==> src/idc_pkg.sv <==
// Constants, field layouts and carrier types of the identify command controller.
// What this block does
// RQ1: Host points the buffer at the data page itself, never a chained list.
// RQ2: Target controller id is taken from dword 10 bits 31:16, used only for 12h/13h.
// RQ3: Host writes zero into the controller id field when unused; zero is legal.
// RQ4: Host should keep the controller id zero for selectors 00h, 01h, 02h, 10h, 11h.
// RQ5: With namespace management present the controller id field is honoured.
// RQ6: Selector comes from dword 10 bits 7:0; bits 15:8 are reserved.
// RQ7: Bytes 1:0 carry the same vendor code as the configuration id register.
// RQ8: Bytes 3:2 carry the subsystem vendor code.
// RQ9: Bytes 23:4 carry the serial number string.
// RQ10: Bytes 63:24 carry the model number string.
// RQ11: Bytes 71:64 carry the active firmware revision string.
// RQ12: Byte 72 carries the suggested burst as a power-of-two exponent.
// RQ13: Bytes 75:73 carry the vendor organization unique identifier.
// RQ14: Capability byte 76: bits 7:3 zero, bit 2 set for a virtual function.
// RQ15: Capability bit 1 set when the subsystem may hold several controllers.
// RQ16: Capability bit 0 set when the subsystem may expose several ports.
// RQ17: Only the buffer pointer and dword 10 are used; other fields are reserved.
// RQ18: Selector 11h for an unallocated namespace returns an all-zero structure.
// RQ19: Multi-byte numeric fields go out least significant byte first.
package idc_pkg;

  // ---------------------------------------------------------------
  // Register map (byte addresses on the APB side)
  // ---------------------------------------------------------------
  localparam int unsigned IDC_ADDR_W = 12;
  localparam logic [11:0] IDC_OFS_CTRL = 12'h000;
  localparam logic [11:0] IDC_OFS_STATUS = 12'h004;
  localparam logic [11:0] IDC_OFS_CDW10 = 12'h008;
  localparam logic [11:0] IDC_OFS_PTR0 = 12'h00c;
  localparam logic [11:0] IDC_OFS_PTR3 = 12'h018;
  localparam logic [11:0] IDC_OFS_VENDOR = 12'h01c;
  localparam logic [11:0] IDC_OFS_MISC = 12'h020;
  localparam logic [11:0] IDC_OFS_CAPS = 12'h024;
  localparam logic [11:0] IDC_OFS_DECODE = 12'h028;
  localparam logic [11:0] IDC_OFS_STR = 12'h100;
  localparam int unsigned IDC_STR_WORDS = 17;
  localparam int unsigned IDC_PTR_WORDS = 4;

  // ---------------------------------------------------------------
  // Command dword 10 fields and selector codes
  // ---------------------------------------------------------------
  localparam int unsigned IDC_TARGET_CONTROLLER_ID_LSB = 16;
  localparam int unsigned IDC_SEL_LSB = 0;
  localparam logic [7:0] IDC_SEL_CTRL = 8'h01;
  localparam logic [7:0] IDC_SEL_NS = 8'h11;
  localparam logic [7:0] IDC_SEL_CLIST_NS = 8'h12;
  localparam logic [7:0] IDC_SEL_CLIST_ALL = 8'h13;

  // ---------------------------------------------------------------
  // Structure byte offsets
  // ---------------------------------------------------------------
  localparam logic [11:0] IDC_B_VID = 12'h000;
  localparam logic [11:0] IDC_B_SUBSYSTEM_PCI_VENDOR_CODE = 12'h002;
  localparam logic [11:0] IDC_B_SN_FIRST = 12'h004;
  localparam logic [11:0] IDC_B_MN_FIRST = 12'h018;
  localparam logic [11:0] IDC_B_FR_FIRST = 12'h040;
  localparam logic [11:0] IDC_B_FR_LAST = 12'h047;
  localparam logic [11:0] IDC_B_RAB = 12'h048;
  localparam logic [11:0] IDC_B_OUI = 12'h049;
  localparam logic [11:0] IDC_B_MULTIPATH_SHARING_CAPS = 12'h04c;
  localparam int unsigned IDC_STRUCT_WORDS = 1024;

  // ---------------------------------------------------------------
  // Status, control and capability bit positions
  // ---------------------------------------------------------------
  localparam int unsigned IDC_CTRL_START = 0;
  localparam int unsigned IDC_ST_DONE = 0;
  localparam int unsigned IDC_ST_BADSEL = 1;
  localparam int unsigned IDC_CAP_MPORT = 0;
  localparam int unsigned IDC_CAP_MCTRL = 1;
  localparam int unsigned IDC_CAP_VF = 2;
  localparam int unsigned IDC_CAP_NSMGMT = 3;
  localparam int unsigned IDC_CAP_NSALLOC = 4;
  localparam logic [31:0] IDC_RST_WORD = 32'h0000_0000;

  // ---------------------------------------------------------------
  // Carrier types
  // ---------------------------------------------------------------
  typedef struct packed {
    logic [15:0] vendor;
    logic [15:0] subsys_vendor;
    logic [7:0] burst_exp;
    logic [23:0] oui;
    logic is_vf;
    logic multi_ctrl;
    logic multi_port;
  } idc_cfg_t;

  typedef struct packed {
    logic valid;
    logic [63:0] addr;
    logic [31:0] data;
  } idc_wr_t;

endpackage

==> src/idc_byte_lane.sv <==
// One byte lane of the controller data structure generator.
`timescale 1ns/1ps
`default_nettype none
module idc_byte_lane
  import idc_pkg::*;
#(
  parameter int unsigned LANE = 0
)
(
  // Position and sources
  input wire logic [11:0] byte_addr,
  input wire idc_cfg_t cfg,
  input wire logic [31:0] str_word,
  input wire logic zero_fill,
  // Result
  output logic [7:0] byte_val
);

  // ---------------------------------------------------------------
  // Byte selection
  // ---------------------------------------------------------------
  // Numeric fields put their low byte at the lowest offset; bytes beyond the covered
  // fields read as zero so the tail of the structure is well defined.
  always_comb
  begin
    byte_val = 8'h00;
    if (zero_fill)
    begin
      byte_val = 8'h00; // RQ18
    end
    else if (byte_addr == IDC_B_VID)
    begin
      byte_val = cfg.vendor[7:0]; // RQ7
    end
    else if (byte_addr == IDC_B_VID + 12'h001)
    begin
      byte_val = cfg.vendor[15:8]; // RQ19
    end
    else if (byte_addr == IDC_B_SUBSYSTEM_PCI_VENDOR_CODE)
    begin
      byte_val = cfg.subsys_vendor[7:0]; // RQ8
    end
    else if (byte_addr == IDC_B_SUBSYSTEM_PCI_VENDOR_CODE + 12'h001)
    begin
      byte_val = cfg.subsys_vendor[15:8]; // RQ19
    end
    else if (byte_addr >= IDC_B_SN_FIRST && byte_addr <= IDC_B_FR_LAST)
    begin
      byte_val = str_word[8*LANE +: 8]; // RQ9 RQ10 RQ11
    end
    else if (byte_addr == IDC_B_RAB)
    begin
      byte_val = cfg.burst_exp; // RQ12
    end
    else if (byte_addr == IDC_B_OUI)
    begin
      byte_val = cfg.oui[7:0]; // RQ13
    end
    else if (byte_addr == IDC_B_OUI + 12'h001)
    begin
      byte_val = cfg.oui[15:8];
    end
    else if (byte_addr == IDC_B_OUI + 12'h002)
    begin
      byte_val = cfg.oui[23:16];
    end
    else if (byte_addr == IDC_B_MULTIPATH_SHARING_CAPS)
    begin
      byte_val = {5'h00, cfg.is_vf, cfg.multi_ctrl, cfg.multi_port}; // RQ14 RQ15 RQ16
    end
  end

endmodule
`default_nettype wire

==> src/idc_identify_ctrl.sv <==
// Identify command controller: APB registers, dword 10 decode and structure writer.
`timescale 1ns/1ps
`default_nettype none
module idc_identify_ctrl
  import idc_pkg::*;
(
  // Clock and reset
  input wire logic pclk,
  input wire logic presetn,
  // APB slave
  input wire logic psel,
  input wire logic penable,
  input wire logic pwrite,
  input wire logic [IDC_ADDR_W-1:0] paddr,
  input wire logic [31:0] pwdata,
  output logic [31:0] prdata,
  output logic pready,
  output logic pslverr,
  // Host memory write port
  output idc_wr_t host_wr,
  input wire logic host_wr_ready,
  // Engine state
  output logic busy
);

  typedef enum logic {IDC_IDLE, IDC_RUN} idc_state_t;

  // ---------------------------------------------------------------
  // State
  // ---------------------------------------------------------------
  logic pready_q, pready_d, pslverr_q, pslverr_d;
  logic [31:0] prdata_q, prdata_d;
  logic [31:0] cdw10_q, cdw10_d;
  logic [31:0] ptr_q [IDC_PTR_WORDS];
  logic [31:0] ptr_d [IDC_PTR_WORDS];
  logic [31:0] str_q [IDC_STR_WORDS];
  logic [31:0] str_d [IDC_STR_WORDS];
  idc_cfg_t cfg_q, cfg_d;
  logic ns_mgmt_q, ns_mgmt_d, ns_alloc_q, ns_alloc_d;
  logic done_q, done_d, badsel_q, badsel_d;
  logic [7:0] sel_q, sel_d;
  logic [15:0] target_controller_id_q, target_controller_id_d;
  idc_state_t state_q, state_d;
  logic [9:0] idx_q, idx_d;
  logic zero_q, zero_d;
  idc_wr_t wr_q, wr_d;
  logic wr_en, start, word_taken;
  logic [11:0] woff;
  logic [4:0] str_idx;
  logic [31:0] str_word, word_val;
  logic [9:0] next_idx;

  assign prdata = prdata_q;
  assign pready = pready_q;
  assign pslverr = pslverr_q;
  assign host_wr = wr_q;
  assign busy = (state_q == IDC_RUN);

  // One wait state; a write lands only on the edge where pready is seen high.
  assign wr_en = psel && penable && pwrite && pready_q;
  assign start = wr_en && (paddr == IDC_OFS_CTRL) && pwdata[IDC_CTRL_START] && (state_q == IDC_IDLE);
  assign woff = paddr - IDC_OFS_STR;
  assign word_taken = wr_q.valid && host_wr_ready;

  // ---------------------------------------------------------------
  // Register file next values
  // ---------------------------------------------------------------
  always_comb
  begin
    pready_d = psel && penable && !pready_q;
    pslverr_d = 1'b0;
    prdata_d = prdata_q;
    cdw10_d = cdw10_q;
    ptr_d = ptr_q;
    str_d = str_q;
    cfg_d = cfg_q;
    ns_mgmt_d = ns_mgmt_q;
    ns_alloc_d = ns_alloc_q;
    if (psel && penable && !pready_q)
    begin
      prdata_d = IDC_RST_WORD;
      if (paddr == IDC_OFS_CTRL)
      begin
        prdata_d = {31'h0, state_q == IDC_RUN};
      end
      else if (paddr == IDC_OFS_STATUS)
      begin
        prdata_d = {30'h0, badsel_q, done_q};
      end
      else if (paddr == IDC_OFS_CDW10)
      begin
        prdata_d = cdw10_q;
      end
      else if (paddr >= IDC_OFS_PTR0 && paddr <= IDC_OFS_PTR3 && paddr[1:0] == 2'b00)
      begin
        prdata_d = ptr_q[2'((paddr - IDC_OFS_PTR0) >> 2)];
      end
      else if (paddr == IDC_OFS_VENDOR)
      begin
        prdata_d = {cfg_q.subsys_vendor, cfg_q.vendor};
      end
      else if (paddr == IDC_OFS_MISC)
      begin
        prdata_d = {cfg_q.oui, cfg_q.burst_exp};
      end
      else if (paddr == IDC_OFS_CAPS)
      begin
        prdata_d = {27'h0, ns_alloc_q, ns_mgmt_q, cfg_q.is_vf, cfg_q.multi_ctrl, cfg_q.multi_port};
      end
      else if (paddr == IDC_OFS_DECODE)
      begin
        prdata_d = {target_controller_id_q, 8'h00, sel_q};
      end
      else if (paddr >= IDC_OFS_STR && woff < 12'(IDC_STR_WORDS * 4) && paddr[1:0] == 2'b00)
      begin
        prdata_d = str_q[5'(woff >> 2)];
      end
      else
      begin
        pslverr_d = 1'b1;
      end
    end
    if (wr_en)
    begin
      if (paddr == IDC_OFS_CDW10)
      begin
        cdw10_d = pwdata;
      end
      else if (paddr >= IDC_OFS_PTR0 && paddr <= IDC_OFS_PTR3 && paddr[1:0] == 2'b00)
      begin
        ptr_d[2'((paddr - IDC_OFS_PTR0) >> 2)] = pwdata;
      end
      else if (paddr == IDC_OFS_VENDOR)
      begin
        cfg_d.vendor = pwdata[15:0];
        cfg_d.subsys_vendor = pwdata[31:16];
      end
      else if (paddr == IDC_OFS_MISC)
      begin
        cfg_d.burst_exp = pwdata[7:0];
        cfg_d.oui = pwdata[31:8];
      end
      else if (paddr == IDC_OFS_CAPS)
      begin
        cfg_d.multi_port = pwdata[IDC_CAP_MPORT];
        cfg_d.multi_ctrl = pwdata[IDC_CAP_MCTRL];
        cfg_d.is_vf = pwdata[IDC_CAP_VF];
        ns_mgmt_d = pwdata[IDC_CAP_NSMGMT];
        ns_alloc_d = pwdata[IDC_CAP_NSALLOC];
      end
      else if (paddr >= IDC_OFS_STR && woff < 12'(IDC_STR_WORDS * 4) && paddr[1:0] == 2'b00)
      begin
        str_d[5'(woff >> 2)] = pwdata;
      end
    end
  end

  // ---------------------------------------------------------------
  // Command decode and structure engine next values
  // ---------------------------------------------------------------
  // Of the command fields only dword 10 and the pointer feed the engine, so any other command field has no path in.
  always_comb
  begin
    sel_d = sel_q;
    target_controller_id_d = target_controller_id_q;
    state_d = state_q;
    idx_d = idx_q;
    zero_d = zero_q;
    wr_d = wr_q;
    done_d = done_q;
    badsel_d = badsel_q;
    if (wr_en && paddr == IDC_OFS_STATUS)
    begin
      done_d = done_q && !pwdata[IDC_ST_DONE];
      badsel_d = badsel_q && !pwdata[IDC_ST_BADSEL];
    end
    if (start)
    begin
      sel_d = cdw10_q[IDC_SEL_LSB +: 8]; // RQ6 RQ17
      target_controller_id_d = 16'h0000;
      if (ns_mgmt_q && (cdw10_q[IDC_SEL_LSB +: 8] == IDC_SEL_CLIST_NS ||
                        cdw10_q[IDC_SEL_LSB +: 8] == IDC_SEL_CLIST_ALL))
      begin
        target_controller_id_d = cdw10_q[IDC_TARGET_CONTROLLER_ID_LSB +: 16]; // RQ2 RQ5
      end
      if (cdw10_q[IDC_SEL_LSB +: 8] == IDC_SEL_CTRL ||
          (cdw10_q[IDC_SEL_LSB +: 8] == IDC_SEL_NS && !ns_alloc_q))
      begin
        state_d = IDC_RUN;
        idx_d = 10'h000;
        zero_d = (cdw10_q[IDC_SEL_LSB +: 8] == IDC_SEL_NS); // RQ18
        wr_d.valid = 1'b1;
      end
      else
      begin
        badsel_d = 1'b1; // Lists, allocated namespaces and any selector other than 01h or 11h are served elsewhere.
        done_d = 1'b1;
      end
    end
    else if (state_q == IDC_RUN && word_taken)
    begin
      if (idx_q == 10'(IDC_STRUCT_WORDS - 1))
      begin
        state_d = IDC_IDLE;
        wr_d.valid = 1'b0;
        done_d = 1'b1; // Set beats a same-cycle clear.
      end
      else
      begin
        idx_d = next_idx;
      end
    end
    if (start || (state_q == IDC_RUN && word_taken))
    begin
      // Pointer entries 1 and 0 form the page address directly; list chaining is never followed.
      wr_d.addr = {ptr_q[1], ptr_q[0]} + {52'h0, next_idx, 2'b00}; // RQ1
      wr_d.data = word_val;
    end
  end

  // Index of the word presented next. It lives outside the engine process because the byte
  // lanes read it and feed that process, which would otherwise look like a loop to lint.
  assign next_idx = start ? 10'h000 :
    (state_q == IDC_RUN && word_taken && idx_q != 10'(IDC_STRUCT_WORDS - 1)) ? idx_q + 10'h001 : idx_q;

  // String words cover structure words 1 to 17.
  assign str_idx = 5'(next_idx - 10'h001);
  assign str_word = (next_idx >= 10'h001 && next_idx <= 10'(IDC_STR_WORDS)) ? str_q[str_idx] : 32'h0;

  // ---------------------------------------------------------------
  // Byte lanes of the next word
  // ---------------------------------------------------------------
  genvar lane;
  generate
    for (lane = 0; lane < 4; lane++)
    begin : g_lane
      idc_byte_lane #(.LANE(lane)) u_lane (
        .byte_addr({next_idx, 2'(lane)}),
        .cfg(cfg_q),
        .str_word(str_word),
        .zero_fill(start ? (cdw10_q[IDC_SEL_LSB +: 8] == IDC_SEL_NS) : zero_q),
        .byte_val(word_val[8*lane +: 8])
      );
    end
  endgenerate

  // ---------------------------------------------------------------
  // Registers
  // ---------------------------------------------------------------
  always_ff @(posedge pclk or negedge presetn)
  begin
    if (!presetn)
    begin
      pready_q <= 1'b0;
      pslverr_q <= 1'b0;
      prdata_q <= IDC_RST_WORD;
      cdw10_q <= IDC_RST_WORD;
      for (int i = 0; i < IDC_PTR_WORDS; i++) ptr_q[i] <= IDC_RST_WORD;
      for (int i = 0; i < IDC_STR_WORDS; i++) str_q[i] <= IDC_RST_WORD;
      cfg_q <= '0;
      ns_mgmt_q <= 1'b0;
      ns_alloc_q <= 1'b0;
      done_q <= 1'b0;
      badsel_q <= 1'b0;
      sel_q <= 8'h00;
      target_controller_id_q <= 16'h0000;
      state_q <= IDC_IDLE;
      idx_q <= 10'h000;
      zero_q <= 1'b0;
      wr_q <= '0;
    end
    else
    begin
      pready_q <= pready_d;
      pslverr_q <= pslverr_d;
      prdata_q <= prdata_d;
      cdw10_q <= cdw10_d;
      ptr_q <= ptr_d;
      str_q <= str_d;
      cfg_q <= cfg_d;
      ns_mgmt_q <= ns_mgmt_d;
      ns_alloc_q <= ns_alloc_d;
      done_q <= done_d;
      badsel_q <= badsel_d;
      sel_q <= sel_d;
      target_controller_id_q <= target_controller_id_d;
      state_q <= state_d;
      idx_q <= idx_d;
      zero_q <= zero_d;
      wr_q <= wr_d;
    end
  end

  // ---------------------------------------------------------------
  // Assertions
  // ---------------------------------------------------------------
  a_target_controller_id_gate: assert property (@(posedge pclk) disable iff (!presetn) // RQ2
    target_controller_id_q != 16'h0000 |-> (sel_q == IDC_SEL_CLIST_NS || sel_q == IDC_SEL_CLIST_ALL))
    else $error("controller id kept for a selector that does not use it");
  a_target_controller_id_honour: assert property (@(posedge pclk) disable iff (!presetn) // RQ5
    start && ns_mgmt_q && cdw10_q[IDC_SEL_LSB +: 8] == IDC_SEL_CLIST_NS |=> target_controller_id_q == $past(cdw10_q[IDC_TARGET_CONTROLLER_ID_LSB +: 16]))
    else $error("controller id not honoured");
  a_sel_taken: assert property (@(posedge pclk) disable iff (!presetn) // RQ6
    start |=> sel_q == $past(cdw10_q[IDC_SEL_LSB +: 8]))
    else $error("selector not taken from dword 10 low byte");
  a_vendor_word: assert property (@(posedge pclk) disable iff (!presetn) // RQ7
    wr_q.valid && idx_q == 10'h000 && !zero_q |-> wr_q.data == {cfg_q.subsys_vendor, cfg_q.vendor})
    else $error("vendor codes misplaced");
  a_subsystem_pci_vendor_code_high: assert property (@(posedge pclk) disable iff (!presetn) // RQ8
    wr_q.valid && idx_q == 10'h000 && !zero_q |-> wr_q.data[31:16] == cfg_q.subsys_vendor)
    else $error("subsystem vendor code misplaced");
  a_serial_words: assert property (@(posedge pclk) disable iff (!presetn) // RQ9
    wr_q.valid && !zero_q && idx_q >= 10'd1 && idx_q <= 10'd5 |-> wr_q.data == str_q[5'(idx_q - 10'd1)])
    else $error("serial string misplaced");
  a_model_words: assert property (@(posedge pclk) disable iff (!presetn) // RQ10
    wr_q.valid && !zero_q && idx_q >= 10'd6 && idx_q <= 10'd15 |-> wr_q.data == str_q[5'(idx_q - 10'd1)])
    else $error("model string misplaced");
  a_fw_words: assert property (@(posedge pclk) disable iff (!presetn) // RQ11
    wr_q.valid && !zero_q && idx_q >= 10'd16 && idx_q <= 10'd17 |-> wr_q.data == str_q[5'(idx_q - 10'd1)])
    else $error("firmware string misplaced");
  a_burst_oui: assert property (@(posedge pclk) disable iff (!presetn) // RQ12
    wr_q.valid && !zero_q && idx_q == 10'd18 |-> wr_q.data == {cfg_q.oui, cfg_q.burst_exp})
    else $error("burst or identifier bytes misplaced");
  a_oui_order: assert property (@(posedge pclk) disable iff (!presetn) // RQ13
    wr_q.valid && !zero_q && idx_q == 10'd18 |-> wr_q.data[15:8] == cfg_q.oui[7:0])
    else $error("identifier not low byte first");
  a_caps_byte: assert property (@(posedge pclk) disable iff (!presetn) // RQ14
    wr_q.valid && !zero_q && idx_q == 10'd19 |-> wr_q.data[7:2] == {5'h00, cfg_q.is_vf})
    else $error("capability high bits wrong");
  a_caps_ctrl: assert property (@(posedge pclk) disable iff (!presetn) // RQ15
    wr_q.valid && !zero_q && idx_q == 10'd19 |-> wr_q.data[1] == cfg_q.multi_ctrl)
    else $error("multi controller bit wrong");
  a_caps_port: assert property (@(posedge pclk) disable iff (!presetn) // RQ16
    wr_q.valid && !zero_q && idx_q == 10'd19 |-> wr_q.data[0] == cfg_q.multi_port && wr_q.data[31:8] == 24'h0)
    else $error("multi port bit wrong");
  a_zero_struct: assert property (@(posedge pclk) disable iff (!presetn) // RQ18
    wr_q.valid && zero_q |-> wr_q.data == 32'h0)
    else $error("unallocated namespace data not zero");
  a_word_addr: assert property (@(posedge pclk) disable iff (!presetn) // RQ19
    wr_q.valid |-> wr_q.addr == {ptr_q[1], ptr_q[0]} + {52'h0, idx_q, 2'b00})
    else $error("word address off");
  a_hold_stall: assert property (@(posedge pclk) disable iff (!presetn) // RQ1
    wr_q.valid && !host_wr_ready |=> wr_q.valid && $stable(wr_q.data) && $stable(wr_q.addr))
    else $error("write dropped under stall");
  a_apb_wait: assert property (@(posedge pclk) disable iff (!presetn) // RQ17
    psel && penable && !pready_q |=> pready_q ##1 !pready_q)
    else $error("apb answer timing wrong");

endmodule
`default_nettype wire

==> config.mk <==
export PLATFORM = sky130hd
export DESIGN_NAME = idc_identify_ctrl
export DESIGN_NICKNAME = d
export VERILOG_FILES = /design/src/idc_pkg.sv /design/src/idc_byte_lane.sv /design/src/idc_identify_ctrl.sv
export SDC_FILE = /design/constraint.sdc
export NUM_CORES = 2
export LEC_CHECK = 0
export ABC_AREA = 1
export BUFFER_PORTS_ARGS = -buffer_cell sky130_fd_sc_hd__buf_2
export CAP_MARGIN = 20
export CORE_ASPECT_RATIO = 1.75
export CORE_MARGIN = 5
export CORE_UTILIZATION = 45
export DETAILED_ROUTE_END_ITERATION = 8
export GPL_ROUTABILITY_DRIVEN = 0
export SYNTH_ARGS = -nofsm -noshare
export SYNTH_HDL_FRONTEND = slang
export SYNTH_HIERARCHICAL = 1
export SYNTH_SLANG_ARGS = --single-unit
export TNS_END_PERCENT = 100
==> constraint.sdc <==
create_clock -name pclk -period 4.85 [get_ports pclk]
set_input_delay 0.485 -clock pclk [delete_from_list [all_inputs] [get_ports pclk]]
set_output_delay 0.485 -clock pclk [all_outputs]
set_load 0.05 [all_outputs]
# Word level (Yosys, flattened, before mapping)

Cells that the tools add are included.

Multiplexer cells: 75
$lt $le $gt $ge: 19
$add $sub $neg: 5
Bitwise gates (word level): 9
Reduce and logical (&&, ||, !) cells: 51
Equality and inequality tests: 16

Operator list:

| cell                  | count |
|---|---|
| $mux W32              | 18 |
| $bwmux W544           | 1 |
| $bmux W32 S5          | 2 |
| $demux W32 S5         | 1 |
| $mux W8               | 19 |
| $bwmux W128           | 1 |
| $add A64 B12 Y64      | 1 |
| $bmux W32 S2          | 1 |
| $demux W32 S2         | 1 |
| $logic_not A12 Y1     | 5 |
| $mux W10              | 6 |
| $ge A12 B3 Y1 const B | 4 |
| $le A12 B7 Y1 const B | 4 |
| $eq A12 B6 Y1 const B | 3 |
| $logic_and A1 B1 Y1   | 26 |
| $eq A8 B5 Y1 const B  | 3 |
| $mux W1               | 23 |
| $eq A10 B5 Y1 const B | 2 |
| $mux W16              | 1 |
| $eq A12 B3 Y1 const B | 1 |
| $eq A12 B4 Y1 const B | 1 |
| $eq A12 B5 Y1 const B | 1 |
| $ge A12 B4 Y1 const B | 1 |
| $ge A12 B9 Y1 const B | 1 |
| other kinds (32)      | 48 |

Output and inout port bits: 132
Input bits: 50
Bits in registers: 941

# Depth between registers and ports, before layout

Depth after elaboration: 17
Depth in mapped cells: 28

# Hierarchy

The synthesis kept the hierarchy.

By module, submodules not included:

| module            | sequential area each (um^2) | instances | cells each | area each (um^2) |
|---|---|---|---|---|
| idc_identify_ctrl | 23,547.6                    | 1         | 6,705      | 51,818.4 |
| idc_byte_lane     | 0.0                         | 4         | 172        | 805.8 |

# Worst setup path after synthesis

Ideal clock, no wire load.

Path type: input -> register
From: in paddr[2]
To: reg wr_q, in the netlist host_wr[94]
Stages: 24
Setup time: 0.066 ns
Data required time: 4.784 ns
Data arrival time: 4.975 ns
Setup slack: -0.191 ns
Path through: buf_2 -> clkinv_1 -> clkbuf_1 -> clkbuf_1 -> clkbuf_1 -> ha_1 -> nand2_1 -> inv_1 -> nand3_4 -> nand3_2 -> buf_2 -> inv_1 -> ha_1 -> fa_1 -> nand3_1 -> nand3_1 -> a21oi_1 -> o21ai_2 -> a21oi_1 -> nor2_1 -> nand3_1 -> xor2_1 -> nand2_1 -> nand2_1

Word-level cells in the longest chain between the ends: 6
Elaborated cells on any way between the ends: 7
Classes of those cells: 1 x add/sub; 1 x mux; 5 x reduce/logical

Ends and longest elaborated chain:

| what                              | line                     | text |
|---|---|---|
| start: declaration                | idc_identify_ctrl.sv:14  | `input wire logic [IDC_ADDR_W-1:0] paddr,` |
| $logic_not A12 Y1                 | idc_identify_ctrl.sv:61  | `assign start = wr_en && (paddr == IDC_OFS_CTRL) && pwdata[IDC_CTRL_START] && (state_q == IDC_IDLE);` |
| $logic_and A1 B1 Y1 (3 in series) | idc_identify_ctrl.sv:61  |  |
| $mux W10                          | idc_identify_ctrl.sv:223 | `assign next_idx = start ? 10'h000 :` |
| net next_idx[0]                   | idc_identify_ctrl.sv:51  | `logic [9:0] next_idx;` |
| $add A64 B12 Y64                  | idc_identify_ctrl.sv:216 | `wr_d.addr = {ptr_q[1], ptr_q[0]} + {52'h0, next_idx, 2'b00};` |
| end signal: assignment            | idc_identify_ctrl.sv:290 | `wr_q <= wr_d;` |
| end: declaration                  | idc_identify_ctrl.sv:46  | `idc_wr_t wr_q, wr_d;` |

The timed path passes the listed nets, and every way through them passes these cells.
A chain may end at the register's enable or synchronous reset.

# Worst setup path after layout

From: reg wr_q, in the netlist host_wr[96]
To: reg wr_q, in the netlist host_wr[19]

Word-level cells in the longest chain between the ends: 15
Elaborated cells on any way between the ends: 29
Classes of those cells: 1 x add/sub; 4 x order compare; 1 x eq/ne; 12 x mux; 2 x bitwise; 9 x reduce/logical

Ends and longest elaborated chain:

| what                                         | line                     | text |
|---|---|---|
| $logic_and A1 B1 Y1                          | idc_identify_ctrl.sv:63  | `assign word_taken = wr_q.valid && host_wr_ready;` |
| $logic_and A1 B1 Y1 (2 in series)            | idc_identify_ctrl.sv:224 | `(state_q == IDC_RUN && word_taken && idx_q != 10'(IDC_STRUCT_WORDS - 1)) ? idx_q + 10'h001 : idx_q;` |
| $mux W10                                     | idc_identify_ctrl.sv:224 |  |
| $mux W10 *                                   | idc_identify_ctrl.sv:223 |  |
| $sub A5 B1 Y5                                | idc_identify_ctrl.sv:227 | `assign str_idx = 5'(next_idx - 10'h001);` |
| $not A5 Y6 (implied by the code)             | idc_identify_ctrl.sv:228 | `assign str_word = (next_idx >= 10'h001 && next_idx <= 10'(IDC_STR_WORDS)) ? str_q[str_idx] : 32'h0;` |
| $bmux W32 S5                                 | idc_identify_ctrl.sv:228 |  |
| $mux W32 (implied by the code) (2 in series) | idc_identify_ctrl.sv:228 |  |
| $mux W32 *                                   | idc_identify_ctrl.sv:228 |  |
| net str_word[19]                             | idc_identify_ctrl.sv:50  | `logic [31:0] str_word, word_val;` |
| $mux W8 *                                    | idc_byte_lane.sv:47      | `else if (byte_addr >= IDC_B_SN_FIRST && byte_addr <= IDC_B_FR_LAST)` |
| $mux W8 *                                    | idc_byte_lane.sv:39      | `else if (byte_addr == IDC_B_SUBSYSTEM_PCI_VENDOR_CODE)` |
| $mux W8 *                                    | idc_byte_lane.sv:31      | `else if (byte_addr == IDC_B_VID)` |
| $mux W8 *                                    | idc_byte_lane.sv:27      | `if (zero_fill)` |
| net word_val[19]                             | idc_identify_ctrl.sv:50  |  |

The timed path passes the listed nets; every way through them passes the cells marked *. The select of a mux whose other input is x is not followed.

==> report_table.html <==
<table>
<tr><th>Metric</th><th>Value</th></tr>
<tr><th colspan="2">Status</th></tr>
<tr><td>Status</td><td>completed</td></tr>
<tr><th colspan="2">Min path</th></tr>
<tr><td>Type of the most critical hold path</td><td>input pin to flop</td></tr>
<tr><th colspan="2">Layout</th></tr>
<tr><td>Area of the multi-input gates</td><td>0.0273 mm^2</td></tr>
<tr><td>Commonest non-fill, non-tap cell in the layout</td><td>nand2_1</td></tr>
<tr><td>Combined flip-flop and latch cell area</td><td>0.0235 mm^2</td></tr>
<tr><td>Share of post-route cells with drive strength above 1</td><td>11.9%</td></tr>
<tr><td>Area overhead of the layout relative to synthesis</td><td>11.5%</td></tr>
<tr><td>Filler cell count in the final layout</td><td>12000</td></tr>
<tr><td>Count of nets after finishing</td><td>7450</td></tr>
<tr><td>Most frequent cells in the layout</td><td>1986 x nand2_1, 941 x dfrtp_1, 896 x o21ai_0</td></tr>
<tr><th colspan="2">Logic synthesis</th></tr>
<tr><td>Cell area after synthesis</td><td>0.0550 mm^2</td></tr>
<tr><td>Number of flops mapped to enable cells by yosys</td><td>0</td></tr>
<tr><td>Cell count after synthesis</td><td>7393</td></tr>
<tr><td>Unique masters post-synth</td><td>59</td></tr>
<tr><td>Synthesis-stage register bit count</td><td>941</td></tr>
<tr><td>Share of flip-flops with an asynchronous set or reset after synthesis</td><td>100%</td></tr>
<tr><td>Number of warnings reported in the yosys synthesis log</td><td>6</td></tr>
<tr><td>Synthesized-area fraction occupied by ao, oa, aoi and oai cells</td><td>13.0%</td></tr>
<tr><td>Top_reg_cell synth</td><td>dfrtp_1</td></tr>
<tr><td>Post-Synth Adder-Cell Area</td><td>0.468%</td></tr>
<tr><td>Fraction of the yosys area taken by sequential cells</td><td>42.8%</td></tr>
<tr><td>Main combinational cell family by area after synthesis</td><td>simple AND/OR/NAND/NOR gates</td></tr>
<tr><td>Simple-gate share of the synthesized area</td><td>29.7%</td></tr>
<tr><td>Share of the synthesized netlist area taken by xor and xnor gates</td><td>0.775%</td></tr>
<tr><td>Mapped Avg Cell Area</td><td>7.45 um^2</td></tr>
<tr><td>Share of cell area taken by muxes after synthesis</td><td>5.09%</td></tr>
<tr><th colspan="2">Timing</th></tr>
<tr><td>Final period demand of the worst path</td><td>4.50 ns</td></tr>
<tr><td>Slack of the critical path</td><td>0.347 ns</td></tr>
<tr><td>Endpoints failing setup</td><td>0</td></tr>
<tr><td>Slew at the pin closest to its max-slew limit</td><td>1.16 ns</td></tr>
<tr><td>Max Fclk</td><td>222 MHz</td></tr>
<tr><td>Final Max Tran Viols</td><td>0</td></tr>
<tr><td>Post-Route Setup TNS</td><td>0 ns</td></tr>
<tr><td>Tightest slew margin relative to the limit</td><td>22.3%</td></tr>
<tr><td>Final-report hold violation count</td><td>0</td></tr>
<tr><td>RSZ-0062 raised after global routing</td><td>no</td></tr>
<tr><td>Post-route clock skew</td><td>0.0327 ns</td></tr>
<tr><td>Final critical-path share of the clock period</td><td>92.8%</td></tr>
<tr><th colspan="2">GRT</th></tr>
<tr><td>Wire length of the first global-routing pass</td><td>356 mm</td></tr>
<tr><td>Number of global-route vias before repair</td><td>52800</td></tr>
<tr><td>Total congestion overflow</td><td>0</td></tr>
<tr><td>Initial antenna violation count</td><td>18</td></tr>
<tr><td>Pin count of the biggest net entering global routing</td><td>211</td></tr>
<tr><td>Total routing usage reported by global routing</td><td>36.8%</td></tr>
<tr><th colspan="2">Clock tree</th></tr>
<tr><td>Number of buffers on the longest clock path</td><td>3</td></tr>
<tr><td>Clk pin slew, worst setup/hold paths</td><td>0.07 ns</td></tr>
<tr><td>TritonCTS clock tree</td><td>built</td></tr>
<tr><td>Total number of H-tree levels</td><td>3</td></tr>
<tr><td>Source-to-sink clock delay at the later pin of the worst-skew pair</td><td>0.76 ns</td></tr>
<tr><td>Quantity of gates resized following cts</td><td>0</td></tr>
<tr><td>Number of sinks on the clock net</td><td>941</td></tr>
<tr><td>Buffer cell driving the clock tree root</td><td>clkbuf_16</td></tr>
<tr><td>Inserted Clock Buffers</td><td>93</td></tr>
<tr><th colspan="2">Place</th></tr>
<tr><td>Post-DP HPWL</td><td>160 mm</td></tr>
<tr><td>Number of buffers added on ports</td><td>181</td></tr>
<tr><td>Pre-CTS WS</td><td>0.361 ns</td></tr>
<tr><th colspan="2">Route</th></tr>
<tr><td>Violation count after the first detailed-routing iteration</td><td>6900</td></tr>
<tr><td>Final Routed Wirelength</td><td>244 mm</td></tr>
<tr><td>Drt drc</td><td>0</td></tr>
<tr><td>Count of vias placed by the detailed router</td><td>55500</td></tr>
<tr><td>Final routed wire length divided by cell count</td><td>26.9 um</td></tr>
<tr><td>Detail Route Antenna Nets</td><td>0</td></tr>
<tr><td>Vias per cell</td><td>6.11</td></tr>
<tr><td>Total iterations of the first detailed-routing run</td><td>9</td></tr>
<tr><th colspan="2">Worst setup path</th></tr>
<tr><td>Kind of critical path</td><td>flop to flop</td></tr>
<tr><td>Crit Path Max Fanout</td><td>60</td></tr>
<tr><td>Required @ worst endpoint</td><td>5.53 ns</td></tr>
<tr><td>Endpoint arrival time on the critical path</td><td>5.19 ns</td></tr>
<tr><td>Setup crit start kind</td><td>flop</td></tr>
<tr><td>Reg2Reg Setup Slack</td><td>0.35 ns</td></tr>
<tr><td>Kind of end point of the critical path</td><td>flop</td></tr>
<tr><th colspan="2">Die</th></tr>
<tr><td>Height of the chip</td><td>473 um</td></tr>
<tr><td>Area of the core</td><td>0.121 mm^2</td></tr>
<tr><td>Site row count</td><td>169</td></tr>
<tr><td>Initial Util</td><td>45.3%</td></tr>
<tr><td>Area of the die</td><td>0.130 mm^2</td></tr>
<tr><td>Die Width</td><td>274 um</td></tr>
<tr><td>Number of top-level pins</td><td>182</td></tr>
<tr><th colspan="2">Power</th></tr>
<tr><td>P_leak</td><td>29.8 nW</td></tr>
<tr><td>Power per cell area</td><td>363 mW/mm^2</td></tr>
<tr><td>Peak supply drop</td><td>0.504 mV</td></tr>
<tr><th colspan="2">Job</th></tr>
<tr><td>Reported max-cap violation count</td><td>0</td></tr>
</table>
[area by class of cell]
type | count | area share (%)
repair buffers | 396 | 5.03
clock buffers | 125 | 4.36
diodes | 11 | 0.0448
inverters | 549 | 3.38
clock inverters | 45 | 1.05
flip-flops and latches | 941 | 38.4
multi-input cells | 5399 | 44.5
well taps | 1624 | 3.31
[through the flow]
stage | instance area (um^2) | std cells | hold slack [ns] | power, W | util [%]
final | 61400 | 9090 | 0.151 | 0.0223 | 50.6
after global routing | 61400 | 9084 | 0.148 | 0.0229 | 50.6
after CTS | 61300 | 9076 | 0.125 | 0.0221 | 50.5
after detailed placement | 58000 | 8903 | 0.451 | 0.0141 | 47.8
after global placement | 58000 | 8903 | 0.449 | 0.0141 | 47.8
after floorplan | 55200 | 7423 | 0.189 | 0.0114 | -
[flip-flops by register name (all words and copies together), names as in the netlist]
register	flops
idx_q	10
ns_mgmt_q	1
str_q	544
badsel_q	1
cdw10_q	32
host_wr	97
zero_q	1
target_controller_id_q	16
pslverr	1
pready	1
done_q	1
sel_q	8
prdata	32
ptr_q	128
ns_alloc_q	1
cfg_q	67
[worst paths after layout]
| path | from | end | cells after the start |
|---|---|---|---|
| hold reg to reg | host_wr[35] | host_wr[35] | 2 |
| setup reg to reg | host_wr[96] | host_wr[19] | 17 |
| setup / recovery | host_wr[96] | host_wr[19] | 17 |
| min in group asynchronous | presetn | host_wr[7] | 2 |
| max in group asynchronous | presetn | str_q[189] | 3 |
| hold / removal | pwdata[20] | str_q[468] | 3 |
[repair_timing]
item | CTS | global route
endpoints found under the setup margin | 0 | 0
buffers inserted | 0 | 0
endpoints found under the hold margin | 32 | 0
hold buffers | 3 | 0
[critical path, stage by stage (launching register included)]
cell and delay [ns]:
dfrtp_1 0.44, nand2_1 0.26, inv_1 0.30, nand3_1 0.42, nand3_1 0.29, ha_1 0.33
xor2_4 0.24, buf_12 0.41, nand3_1 0.21, nand3_1 0.14, nand2_1 0.12, a21oi_1 0.46
nand2_1 0.13, nand4_1 0.18, nor2_1 0.07, nor2_1 0.21, nand2_1 0.09, nand2_1 0.07
[power breakdown]
part,internal (W),switching (W)
sequential,0.00790,0.0000444
combinational,0.00158,0.00467
clock,0.00459,0.00347
total,0.0141,0.00818
[Yosys cell counts (3+ instances only)]
| cell | instances | area (um^2) |
|---|---|---|
| a21o_1 | 3 | 22.5 |
| a21oi_1 | 343 | 1720 |
| a22oi_1 | 4 | 30.0 |
| a31oi_1 | 53 | 332 |
| and2_1 | 4 | 25.0 |
| buf_1 | 49 | 184 |
| buf_2 | 172 | 861 |
| buf_4 | 13 | 97.6 |
| buf_6 | 20 | 225 |
| clkbuf_1 | 279 | 1050 |
| clkinv_1 | 7 | 26.3 |
| dfrtp_1 | 941 | 23500 |
| ha_1 | 19 | 238 |
| inv_1 | 520 | 1950 |
| inv_2 | 21 | 78.8 |
| mux2_1 | 55 | 619 |
| mux2_2 | 194 | 2180 |
| nand2_1 | 1990 | 7470 |
| nand2_2 | 8 | 50.1 |
| nand3_1 | 744 | 3720 |
| nand3_2 | 13 | 130 |
| nand4_1 | 370 | 2310 |
| nor2_1 | 399 | 1500 |
| nor2_2 | 17 | 106 |
| nor2_4 | 11 | 124 |
| nor3_1 | 55 | 275 |
| nor3_4 | 22 | 358 |
| nor4_1 | 15 | 93.8 |
| o211ai_1 | 4 | 30.0 |
| o21ai_0 | 896 | 4480 |
| o21ai_1 | 39 | 195 |
| o221ai_1 | 23 | 201 |
| o22ai_1 | 7 | 43.8 |
| or2_2 | 9 | 56.3 |
| xnor2_1 | 14 | 123 |
| xor2_1 | 31 | 272 |
[logic make-up after synthesis]
logic type,after synthesis
AO/OA/AOI/OAI,1382
XOR/XNOR,47
adder cells (fa/ha/maj),20
buffers and inverters,1083
flip-flops,941
multiplexers,249
other,2
AND/OR/NAND/NOR,3669
[metal layers]
layer  vias up  GRT usage (%)  routed length [um]
met4        16           35.2               30200
met2      3251           56.9              109000
met5         -              0                 100
li1      24700              -                   -
met1     26500           40.6               82500
met3      1090           9.43               22300
(Power assumes the default switching activity.)
